## src/rtl/irq_ctrl_consts.vh

```
// constants for the prioritised interrupt controller: register indices,
// reset values, field positions and service addresses
`ifndef IRQ_CTRL_CONSTS_VH
`define IRQ_CTRL_CONSTS_VH

// register indices; byte address on the bus is four times the index
`define IDX_SPI_SUBEN 8'ha6
`define IDX_EN_LOW 8'ha8
`define IDX_PRI_LO 8'ha9
`define IDX_EN_HIGH 8'hb8
`define IDX_PRI_HI 8'hb9
`define IDX_FLAGS 8'hc0
`define IDX_PIN_CTL 8'hd0
`define IDX_STATUS 8'hd1

// reset values
`define RST_SPI_SUBEN 8'h01
`define RST_EN_LOW 8'h00
`define RST_PRI 8'h00
`define RST_EN_HIGH 8'h00
`define RST_FLAGS 8'h00
`define RST_PIN_CTL 4'h0

// writable masks: unused bits read as zero
`define MASK_SPI_SUBEN 8'h03
`define MASK_EN_LOW 8'hbf
`define MASK_EN_HIGH 8'hbf
`define MASK_PRI 8'h3f

// field positions
`define EN_GLOBAL 7
`define FLAG_EXT_RELOAD 7
`define FLAG_T2_OVF 6
`define FLAG_WAKEUP 5
`define FLAG_BUS_EVENT 4
`define FLAG_BUS_RESUME 3
`define FLAG_SPI 2
`define FLAG_RADIO 1
`define FLAG_CMD_READY 0
`define FLAGS_AUTO_CLEAR 8'h3e
`define SUBEN_MASTER 1
`define SUBEN_SLAVE 0
`define PIN_P03_HIGH 0
`define PIN_P03_EDGE 1
`define PIN_P04_HIGH 2
`define PIN_P04_EDGE 3

// service addresses
`define VEC_P03 16'h0003
`define VEC_T0 16'h000b
`define VEC_CIPHER 16'h0013
`define VEC_T1 16'h001b
`define VEC_SERIAL 16'h0023
`define VEC_T2 16'h002b
`define VEC_CMD_READY 16'h0043
`define VEC_RADIO 16'h004b
`define VEC_SPI 16'h0053
`define VEC_BUS_RESUME 16'h005b
`define VEC_BUS_EVENT 16'h0063
`define VEC_WAKEUP 16'h006b

`endif

```

## src/rtl/prioritized_interrupt_controller.v

```verilog
// prioritised interrupt controller: fourteen request lines from sixteen
// sources, four priority levels in six groups, vectored hand-off to the core.
// assumes peripheral inputs come from logic on core_clk; pin inputs are async.
// the core pulses irq_take when it vectors and irq_return on handler exit.
//
// Register access over Wishbone was left to the implementer.
`timescale 1ns/1ps
`include "irq_ctrl_consts.vh"

module prioritized_interrupt_controller #(
	parameter ADR_W = 10
) (
	input wire core_clk,
	input wire rst_b,
	input wire wb_cyc_i,
	input wire wb_stb_i,
	input wire wb_we_i,
	input wire [ADR_W-1:0] wb_adr_i,
	input wire [3:0] wb_sel_i,
	input wire [31:0] wb_dat_i,
	output reg [31:0] wb_dat_o,
	output reg wb_ack_o,
	input wire pin_p03,
	input wire pin_p04,
	input wire pin_p05,
	input wire cipher_ready_request,
	input wire timer_zero_overflow,
	input wire timer_one_overflow,
	input wire timer_two_overflow,
	input wire serial_receive_request,
	input wire serial_transmit_request,
	input wire radio_command_ready,
	input wire radio_event,
	input wire spi_master_done,
	input wire spi_slave_done,
	input wire bus_resume_request,
	input wire bus_event_request,
	input wire internal_wakeup_request,
	input wire irq_take,
	input wire irq_return,
	output reg irq_req_q,
	output reg [15:0] irq_vector_q,
	output reg [1:0] irq_level_q
);

	localparam NSRC = 14;
	// request line indices, also the fixed polling order
	localparam [3:0] S_P03 = 4'h0;
	localparam [3:0] S_T0 = 4'h1;
	localparam [3:0] S_CIPHER = 4'h2;
	localparam [3:0] S_T1 = 4'h3;
	localparam [3:0] S_RX = 4'h4;
	localparam [3:0] S_TX = 4'h5;
	localparam [3:0] S_T2 = 4'h6;
	localparam [3:0] S_EXT = 4'h7;
	localparam [3:0] S_CMD = 4'h8;
	localparam [3:0] S_RADIO = 4'h9;
	localparam [3:0] S_SPI = 4'ha;
	localparam [3:0] S_RESUME = 4'hb;
	localparam [3:0] S_EVENT = 4'hc;
	localparam [3:0] S_WAKE = 4'hd;

	reg [7:0] spi_suben_q;
	reg [7:0] en_low_q;
	reg [7:0] pri_lo_q;
	reg [7:0] en_high_q;
	reg [7:0] pri_hi_q;
	reg [7:0] flags_q;
	reg [7:0] flags_d;
	reg [3:0] pin_ctl_q;
	reg [3:0] in_service_q;
	reg [3:0] in_service_d;
	reg [3:0] sel_q;
	reg p03_latch_q;
	reg p04_latch_q;
	reg [2:0] pin_meta_q;
	reg [2:0] pin_sync_q;
	reg [2:0] pin_prev_q;
	reg radio_prev_q;
	reg master_prev_q;
	reg slave_prev_q;
	reg resume_prev_q;
	reg event_prev_q;
	reg wake_prev_q;
	reg [NSRC-1:0] req;
	reg [1:0] best_lvl;
	reg [3:0] best_idx;
	reg found;
	reg accept;
	reg [7:0] rd_val;
	integer i;

	wire bus_go = wb_cyc_i & wb_stb_i & ~wb_ack_o;
	// writes land at the acknowledge edge, where the master completes the cycle
	wire wr_go = wb_cyc_i & wb_stb_i & wb_ack_o & wb_we_i & wb_sel_i[0];
	wire [7:0] idx = wb_adr_i[9:2];
	wire take = irq_take & irq_req_q;

	// priority group of each request line
	function [2:0] group_of;
		input [3:0] s;
		begin
			case (s)
				S_P03, S_RADIO: group_of = 3'd0;
				S_T0, S_CMD: group_of = 3'd1;
				S_CIPHER, S_SPI: group_of = 3'd2;
				S_T1, S_RESUME: group_of = 3'd3;
				S_RX, S_TX, S_EVENT: group_of = 3'd4;
				default: group_of = 3'd5;
			endcase
		end
	endfunction

	// service address of each request line
	function [15:0] vector_of;
		input [3:0] s;
		begin
			case (s)
				S_P03: vector_of = `VEC_P03;
				S_T0: vector_of = `VEC_T0;
				S_CIPHER: vector_of = `VEC_CIPHER;
				S_T1: vector_of = `VEC_T1;
				S_RX, S_TX: vector_of = `VEC_SERIAL;
				S_T2, S_EXT: vector_of = `VEC_T2;
				S_CMD: vector_of = `VEC_CMD_READY;
				S_RADIO: vector_of = `VEC_RADIO;
				S_SPI: vector_of = `VEC_SPI;
				S_RESUME: vector_of = `VEC_BUS_RESUME;
				S_EVENT: vector_of = `VEC_BUS_EVENT;
				default: vector_of = `VEC_WAKEUP;
			endcase
		end
	endfunction

	// level of the highest handler in service
	function [1:0] top_level;
		input [3:0] m;
		begin
			if (m[3])
				top_level = 2'd3;
			else if (m[2])
				top_level = 2'd2;
			else if (m[1])
				top_level = 2'd1;
			else
				top_level = 2'd0;
		end
	endfunction

	// pins are asynchronous: two flops, then a third for edge detection
	always @(posedge core_clk) begin
		if (!rst_b) begin
			pin_meta_q <= 3'h0;
			pin_sync_q <= 3'h0;
			pin_prev_q <= 3'h0;
		end else begin
			pin_meta_q <= {pin_p05, pin_p04, pin_p03};
			pin_sync_q <= pin_meta_q;
			pin_prev_q <= pin_sync_q;
		end
	end

	// pin active level, low unless the polarity bit is set
	wire p03_act = pin_sync_q[0] ^ ~pin_ctl_q[`PIN_P03_HIGH];
	wire p03_was = pin_prev_q[0] ^ ~pin_ctl_q[`PIN_P03_HIGH];
	wire p04_act = pin_sync_q[1] ^ ~pin_ctl_q[`PIN_P04_HIGH];
	wire p04_was = pin_prev_q[1] ^ ~pin_ctl_q[`PIN_P04_HIGH];

	// edge events of peripheral sources
	wire radio_edge = radio_event ^ radio_prev_q;
	wire master_edge = (spi_master_done ^ master_prev_q) & spi_suben_q[`SUBEN_MASTER];
	wire slave_edge = (spi_slave_done ^ slave_prev_q) & spi_suben_q[`SUBEN_SLAVE];
	wire resume_rise = bus_resume_request & ~resume_prev_q;
	wire event_rise = bus_event_request & ~event_prev_q;
	wire wake_rise = internal_wakeup_request & ~wake_prev_q;

	// previous values for edge detection
	always @(posedge core_clk) begin
		if (!rst_b) begin
			radio_prev_q <= 1'b0;
			master_prev_q <= 1'b0;
			slave_prev_q <= 1'b0;
			resume_prev_q <= 1'b0;
			event_prev_q <= 1'b0;
			wake_prev_q <= 1'b0;
		end else begin
			radio_prev_q <= radio_event;
			master_prev_q <= spi_master_done;
			slave_prev_q <= spi_slave_done;
			resume_prev_q <= bus_resume_request;
			event_prev_q <= bus_event_request;
			wake_prev_q <= internal_wakeup_request;
		end
	end

	// request flag register: software write, vector auto clear, hardware set.
	// set is applied last so an event in the clearing cycle is never lost.
	always @* begin
		flags_d = flags_q;
		if (wr_go && idx == `IDX_FLAGS)
			flags_d = wb_dat_i[7:0];
		if (take) begin
			case (sel_q)
				S_RADIO: flags_d[`FLAG_RADIO] = 1'b0;
				S_SPI: flags_d[`FLAG_SPI] = 1'b0;
				S_RESUME: flags_d[`FLAG_BUS_RESUME] = 1'b0;
				S_EVENT: flags_d[`FLAG_BUS_EVENT] = 1'b0;
				S_WAKE: flags_d[`FLAG_WAKEUP] = 1'b0;
				default: flags_d = flags_d;
			endcase
		end
		if (pin_sync_q[2])
			flags_d[`FLAG_EXT_RELOAD] = 1'b1;
		if (timer_two_overflow)
			flags_d[`FLAG_T2_OVF] = 1'b1;
		if (wake_rise)
			flags_d[`FLAG_WAKEUP] = 1'b1;
		if (event_rise)
			flags_d[`FLAG_BUS_EVENT] = 1'b1;
		if (resume_rise)
			flags_d[`FLAG_BUS_RESUME] = 1'b1;
		if (master_edge || slave_edge)
			flags_d[`FLAG_SPI] = 1'b1;
		if (radio_edge)
			flags_d[`FLAG_RADIO] = 1'b1;
		if (radio_command_ready)
			flags_d[`FLAG_CMD_READY] = 1'b1;
	end

	// gated request per line; flags 7, 6 and 0 stay until software clears them
	always @* begin
		req = {NSRC{1'b0}};
		req[S_P03] = en_low_q[0] & (pin_ctl_q[`PIN_P03_EDGE] ? p03_latch_q : p03_act);
		req[S_T0] = en_low_q[1] & timer_zero_overflow;
		req[S_CIPHER] = en_low_q[2] & (~cipher_ready_request |
			(pin_ctl_q[`PIN_P04_EDGE] ? p04_latch_q : p04_act));
		req[S_T1] = en_low_q[3] & timer_one_overflow;
		req[S_RX] = en_low_q[4] & serial_receive_request;
		req[S_TX] = en_low_q[4] & serial_transmit_request;
		req[S_T2] = en_low_q[5] & flags_q[`FLAG_T2_OVF];
		req[S_EXT] = en_high_q[7] & flags_q[`FLAG_EXT_RELOAD];
		req[S_CMD] = en_high_q[0] & flags_q[`FLAG_CMD_READY];
		req[S_RADIO] = en_high_q[1] & flags_q[`FLAG_RADIO];
		req[S_SPI] = en_high_q[2] & flags_q[`FLAG_SPI];
		req[S_RESUME] = en_high_q[3] & flags_q[`FLAG_BUS_RESUME];
		req[S_EVENT] = en_high_q[4] & flags_q[`FLAG_BUS_EVENT];
		req[S_WAKE] = en_high_q[5] & flags_q[`FLAG_WAKEUP];
		if (!en_low_q[`EN_GLOBAL])
			req = {NSRC{1'b0}};
	end

	// winner: highest level, ties to the lowest line index
	always @* begin
		found = 1'b0;
		best_lvl = 2'd0;
		best_idx = 4'h0;
		for (i = 0; i < NSRC; i = i + 1) begin
			if (req[i] && (!found || {pri_hi_q[group_of(i[3:0])], pri_lo_q[group_of(i[3:0])]} > best_lvl)) begin
				found = 1'b1;
				best_lvl = {pri_hi_q[group_of(i[3:0])], pri_lo_q[group_of(i[3:0])]};
				best_idx = i[3:0];
			end
		end
		accept = found && (in_service_q == 4'h0 || best_lvl > top_level(in_service_q));
	end

	// in-service levels: return pops the top, take pushes the vectored level
	always @* begin
		in_service_d = in_service_q;
		if (irq_return)
			in_service_d[top_level(in_service_q)] = 1'b0;
		if (take)
			in_service_d[irq_level_q] = 1'b1;
	end

	// request to the core; dropped in the take cycle so it cannot repeat
	always @(posedge core_clk) begin
		if (!rst_b) begin
			irq_req_q <= 1'b0;
			irq_vector_q <= 16'h0000;
			irq_level_q <= 2'd0;
			sel_q <= 4'h0;
			in_service_q <= 4'h0;
		end else begin
			irq_req_q <= accept & ~take & ~irq_return;
			in_service_q <= in_service_d;
			if (!take) begin
				irq_vector_q <= vector_of(best_idx);
				irq_level_q <= best_lvl;
				sel_q <= best_idx;
			end
		end
	end

	// pin edge latches, armed only in edge mode so level activity leaves nothing stale
	always @(posedge core_clk) begin
		if (!rst_b) begin
			p03_latch_q <= 1'b0;
			p04_latch_q <= 1'b0;
		end else begin
			if (pin_ctl_q[`PIN_P03_EDGE] && p03_act && !p03_was)
				p03_latch_q <= 1'b1;
			else if (take && sel_q == S_P03)
				p03_latch_q <= 1'b0;
			if (pin_ctl_q[`PIN_P04_EDGE] && p04_act && !p04_was)
				p04_latch_q <= 1'b1;
			else if (take && sel_q == S_CIPHER)
				p04_latch_q <= 1'b0;
		end
	end

	// register writes, low byte lane only
	always @(posedge core_clk) begin
		if (!rst_b) begin
			spi_suben_q <= `RST_SPI_SUBEN;
			en_low_q <= `RST_EN_LOW;
			pri_lo_q <= `RST_PRI;
			en_high_q <= `RST_EN_HIGH;
			pri_hi_q <= `RST_PRI;
			flags_q <= `RST_FLAGS;
			pin_ctl_q <= `RST_PIN_CTL;
		end else begin
			flags_q <= flags_d;
			if (wr_go) begin
				case (idx)
					`IDX_SPI_SUBEN: spi_suben_q <= wb_dat_i[7:0] & `MASK_SPI_SUBEN;
					`IDX_EN_LOW: en_low_q <= wb_dat_i[7:0] & `MASK_EN_LOW;
					`IDX_PRI_LO: pri_lo_q <= wb_dat_i[7:0] & `MASK_PRI;
					`IDX_EN_HIGH: en_high_q <= wb_dat_i[7:0] & `MASK_EN_HIGH;
					`IDX_PRI_HI: pri_hi_q <= wb_dat_i[7:0] & `MASK_PRI;
					`IDX_PIN_CTL: pin_ctl_q <= wb_dat_i[3:0];
					default: pin_ctl_q <= pin_ctl_q;
				endcase
			end
		end
	end

	// read mux; unmapped indices read zero
	always @* begin
		case (idx)
			`IDX_SPI_SUBEN: rd_val = spi_suben_q;
			`IDX_EN_LOW: rd_val = en_low_q;
			`IDX_PRI_LO: rd_val = pri_lo_q;
			`IDX_EN_HIGH: rd_val = en_high_q;
			`IDX_PRI_HI: rd_val = pri_hi_q;
			`IDX_FLAGS: rd_val = flags_q;
			`IDX_PIN_CTL: rd_val = {4'h0, pin_ctl_q};
			`IDX_STATUS: rd_val = {irq_req_q, 3'h0, in_service_q};
			default: rd_val = 8'h00;
		endcase
	end

	// single-cycle wishbone answer; every address is acknowledged
	always @(posedge core_clk) begin
		if (!rst_b) begin
			wb_ack_o <= 1'b0;
			wb_dat_o <= 32'h00000000;
		end else begin
			wb_ack_o <= bus_go;
			if (bus_go && !wb_we_i)
				wb_dat_o <= {24'h000000, rd_val};
		end
	end

endmodule // prioritized_interrupt_controller

```

## config.mk

```make
export PLATFORM = sky130hd
export DESIGN_NAME = prioritized_interrupt_controller
export DESIGN_NICKNAME = d
export VERILOG_FILES = /design/src/rtl/prioritized_interrupt_controller.v
export VERILOG_INCLUDE_DIRS = /design/src /design/src/rtl
export SDC_FILE = /design/constraint.sdc
export NUM_CORES = 1
export LEC_CHECK = 0
export BUFFER_PORTS_ARGS = -buffer_cell sky130_fd_sc_hd__buf_2
export CAP_MARGIN = 20
export CORE_MARGIN = 5
export CORE_UTILIZATION = 59
export DETAILED_ROUTE_END_ITERATION = 10
export PLACE_DENSITY = 0.9
export SETUP_SLACK_MARGIN = 0.15
export SYNTH_ARGS = -nofsm -noshare
export SYNTH_HDL_FRONTEND = slang
export SYNTH_SLANG_ARGS = --single-unit
```

## constraint.sdc

```tcl
create_clock -name core_clk -period 27 [get_ports core_clk]
set_clock_uncertainty 0.2 [all_clocks]
set_input_delay 4.05 -clock core_clk [delete_from_list [all_inputs] [get_ports core_clk]]
set_output_delay 4.05 -clock core_clk [all_outputs]
set_load 0.03 [all_outputs]
```

==> impl_metrics.toml <==
[critical_path]
critical_path.startpoint_type = "input port"
arrival_ps = 21680
critPathCaptureType = "flip-flop"
r2r-start = "pin_ctl_q[0]$_SDFFE_PN0P_"
cpMostUsedCell = "ha_1"
startpoint = "timer_zero_overflow"
critPathMaxFanout = 9
r2r_cells = 94
setup.worst_path.end = "irq_req_q$_SDFF_PN0_"
r2r-end = "irq_req_q$_SDFF_PN0_"
r2r_setup_slack_ps = 7460
crit_slowest_cell = "a222oi_1"
max_stage_delay_ps = 650
crit_required_ps = 27070
worstSetupPathType = "input port to flip-flop"

[cts]
clk_path_buf_depth = 2
clk_pin_slew_ps = 80
root_buffer = "clkbuf_8"
clock_sinks = 79
cts_resized = 0
cts_made_buffers = 9
cts_tree = "built"
postCtsSetupRepairBufs = 0
ctsHoldBuffers = 0
clk_latency_ps = 360
htreeDepth = 3

[drt]
num_vias = 4823
antenna_left = 0
met3_length_um = 1030
drt-initial-drc-count = 454
dr.pass1.iters = 6
route.detailed.drc = 0
wl_per_cell_um = 17.8
routed_via_density = 6.26
wl_um = 13700
wl_met2_um = 6640
dr.max_layer_used = "met4"
wl_met1_um = 5420

[synthesis]
synth_edf_count = 0
syn_inst = 616
postSynthAreaPerCell_um2 = 8.41
synth.area.top_cells = "dfxtp_1, mux2i_1, nor2b_1"
netlist_area_um2 = 5180
ys_warn_count = 0
synth_top_cell_area_share = 0.305
ys_seq_area_frac = 0.305
synthArstFlopShare = 0
synth_top_cell_by_area = "dfxtp_1"
ys_ff_latch = 79
ys.flop_type = "dfxtp_1"
ys_types = 69

[die]
start_util = 0.600
core_um2 = 8640
die_x_um = 104
die-height_um = 104
ios = 121
dieArea_um2 = 10800
placementRows = 34

[placement]
portBuffers = 57
place_hpwl_um = 10100
gp_congestion = 0.939
placedCellCount = 753

[sta]
grt_setup_unrepaired = "false"
finalHoldViolCount = 0
fin_crit_ps = 21610
period_share = 0.800
setup_tns_ps = 0
fin_hold_ws_ps = 238
fmax_mhz = 46.3
worst_pin_slew_ps = 796
setup_viol = 0
slew_headroom = 0.469
finalMaxSlewViolations = 0

[power_and_ir_drop]
p_leak_nw = 2.44
p_per_area_nw_per_um2 = 41.1
irDropWorstVdd_uv = 49.2
power_w = 0.000230

[cells_and_area]
fin_nets = 749
final_cell_count_no_fill = 770
num_antenna_cells = 0
layout-drive-gt1-share = 0.156
area_delta_synth_final_pct = 7.80
fin_util = 0.647

[flow_run]
max-cap-violations = 0

[global_route]
grt-ovfl-total = 0
grt_pass1_vias = 4705
grtUsageTotal = 0.244
grt_pass1_wl_um = 22100
grt_max_degree = 82
antenna_found_initial = 0

[run_status]
status = "complete, no violations"

[worst_hold_path]
hold_class = "flip-flop to flip-flop"
worst min-delay path by stage:
stage	endpoint	start	depth (start not counted)	slack (ps)
2_1_floorplan	pin_sync_q[0]$_SDFF_PN0_	pin_meta_q[0]$_SDFF_PN0_	1	210
3_3_place_gp	pin_sync_q[2]$_SDFF_PN0_	pin_meta_q[2]$_SDFF_PN0_	1	210
3_5_place_dp	pin_sync_q[1]$_SDFF_PN0_	pin_meta_q[1]$_SDFF_PN0_	1	220
4_1_cts	pin_sync_q[2]$_SDFF_PN0_	pin_meta_q[2]$_SDFF_PN0_	1	240
5_1_grt	pin_sync_q[2]$_SDFF_PN0_	pin_meta_q[2]$_SDFF_PN0_	1	270
6_report	pin_sync_q[2]$_SDFF_PN0_	pin_meta_q[2]$_SDFF_PN0_	1	240
through the flow:
| step | worst slack [ps] | instance area [um^2] |
|---|---|---|
| 2_1_floorplan | 7520 | 5310 |
| 3_3_place_gp | 5830 | 5360 |
| 3_5_place_dp | 5280 | 5360 |
| 4_1_cts | 5570 | 5570 |
| 5_1_grt | 3810 | 5590 |
| 6_report | 5390 | 5590 |
cell families after synthesis:
family	after synthesis	share of synthesized area
AO/OA/AOI/OAI	145	0.209
XOR/XNOR	5	0.00845
adder cells (fa/ha/maj)	23	0.0555
buffers and inverters	83	0.0877
flip-flops	79	0.305
multiplexers	47	0.0961
other	1	0.000724
AND/OR/NAND/NOR	233	0.237
placed cells by master (no fill, tap or decap), drive strengths merged, types with 3 or more instances in the layout:
| cell | n |
|---|---|
| buf | 60 |
| inv | 22 |
| mux2i | 37 |
| o21a | 9 |
| nor2b | 55 |
| and3 | 10 |
| a222oi | 4 |
| a21oi | 19 |
| conb | 34 |
| clkinv | 3 |
| and3b | 3 |
| a41oi | 3 |
| nor4 | 5 |
| or3 | 4 |
| mux2 | 10 |
| nor2 | 30 |
| a22oi | 20 |
| nand2b | 4 |
| nand2 | 54 |
| nand4 | 3 |
| or2 | 3 |
| o31ai | 5 |
| and2 | 19 |
| nand3 | 27 |
| o21ai | 34 |
| clkbuf | 10 |
| o2111ai | 4 |
| a21boi | 8 |
| a22o | 6 |
| a32oi | 4 |
| dfxtp | 79 |
| nor3 | 8 |
| ha | 23 |
| xor2 | 5 |
area by class of cell:
cell class | instances | area, um^2
multi-input combinational | 487 | 3270
fill | 710 | 3050
sequential | 79 | 1580
timing repair buffer | 60 | 320
clock buffer | 10 | 138
tap | 108 | 135
inverter | 20 | 75.1
clock inverter | 6 | 66.3
Yosys cell counts (3+ instances only):
cell type and instances:
dfxtp_1 79, nor2b_1 55, nand2_1 54, buf_4 38, mux2i_1 36, nor2_1 30, o21ai_0 29, nand3_1 27
clkbuf_1 24, ha_1 23, inv_1 20, a22oi_1 19, and2_1 19, a21oi_1 18, and3_1 10, o21a_1 9
a21boi_0 8, nor3_1 8, mux2_2 7, a22o_1 6, nor4_1 5, xor2_1 5, a222oi_1 4, a32oi_1 4
nand2b_1 4, o2111ai_1 4, o21ai_1 4, o31ai_1 4, or3_1 4, a41oi_1 3, and3b_1 3, mux2_4 3
nand4_1 3, or2_2 3
registers in the layout, indices dropped and copies added (netlist names), 4 cells and up:
signal / count
flags_q: 8
wb_dat_o: 8
en_high_q: 7
en_low_q: 7
pri_hi_q: 6
pri_lo_q: 6
in_service_q: 4
irq_vector_q: 4
pin_ctl_q: 4
power breakdown:
part	switching [W]	internal (W)
Clock	0.0000445	0.0000457
Combinational	0.0000131	0.00000615
Sequential	0.00000172	0.000118
worst max-delay path: cells and delay by family:
kind,cells,cell delay (ps)
AO/OA/AOI/OAI,40,7750
buffers and inverters,4,350
adder cells (fa/ha/maj),13,3650
AND/OR/NAND/NOR,28,4200
multiplexers,5,1660
routing by layer:
layer,track usage,vias up
li1,-,2237
met1,0.286,2247
met2,0.413,270
met3,0.0522,69
met4,0.133,0
met5,0,-
Note: power is estimated with default switching activity, not from simulation.
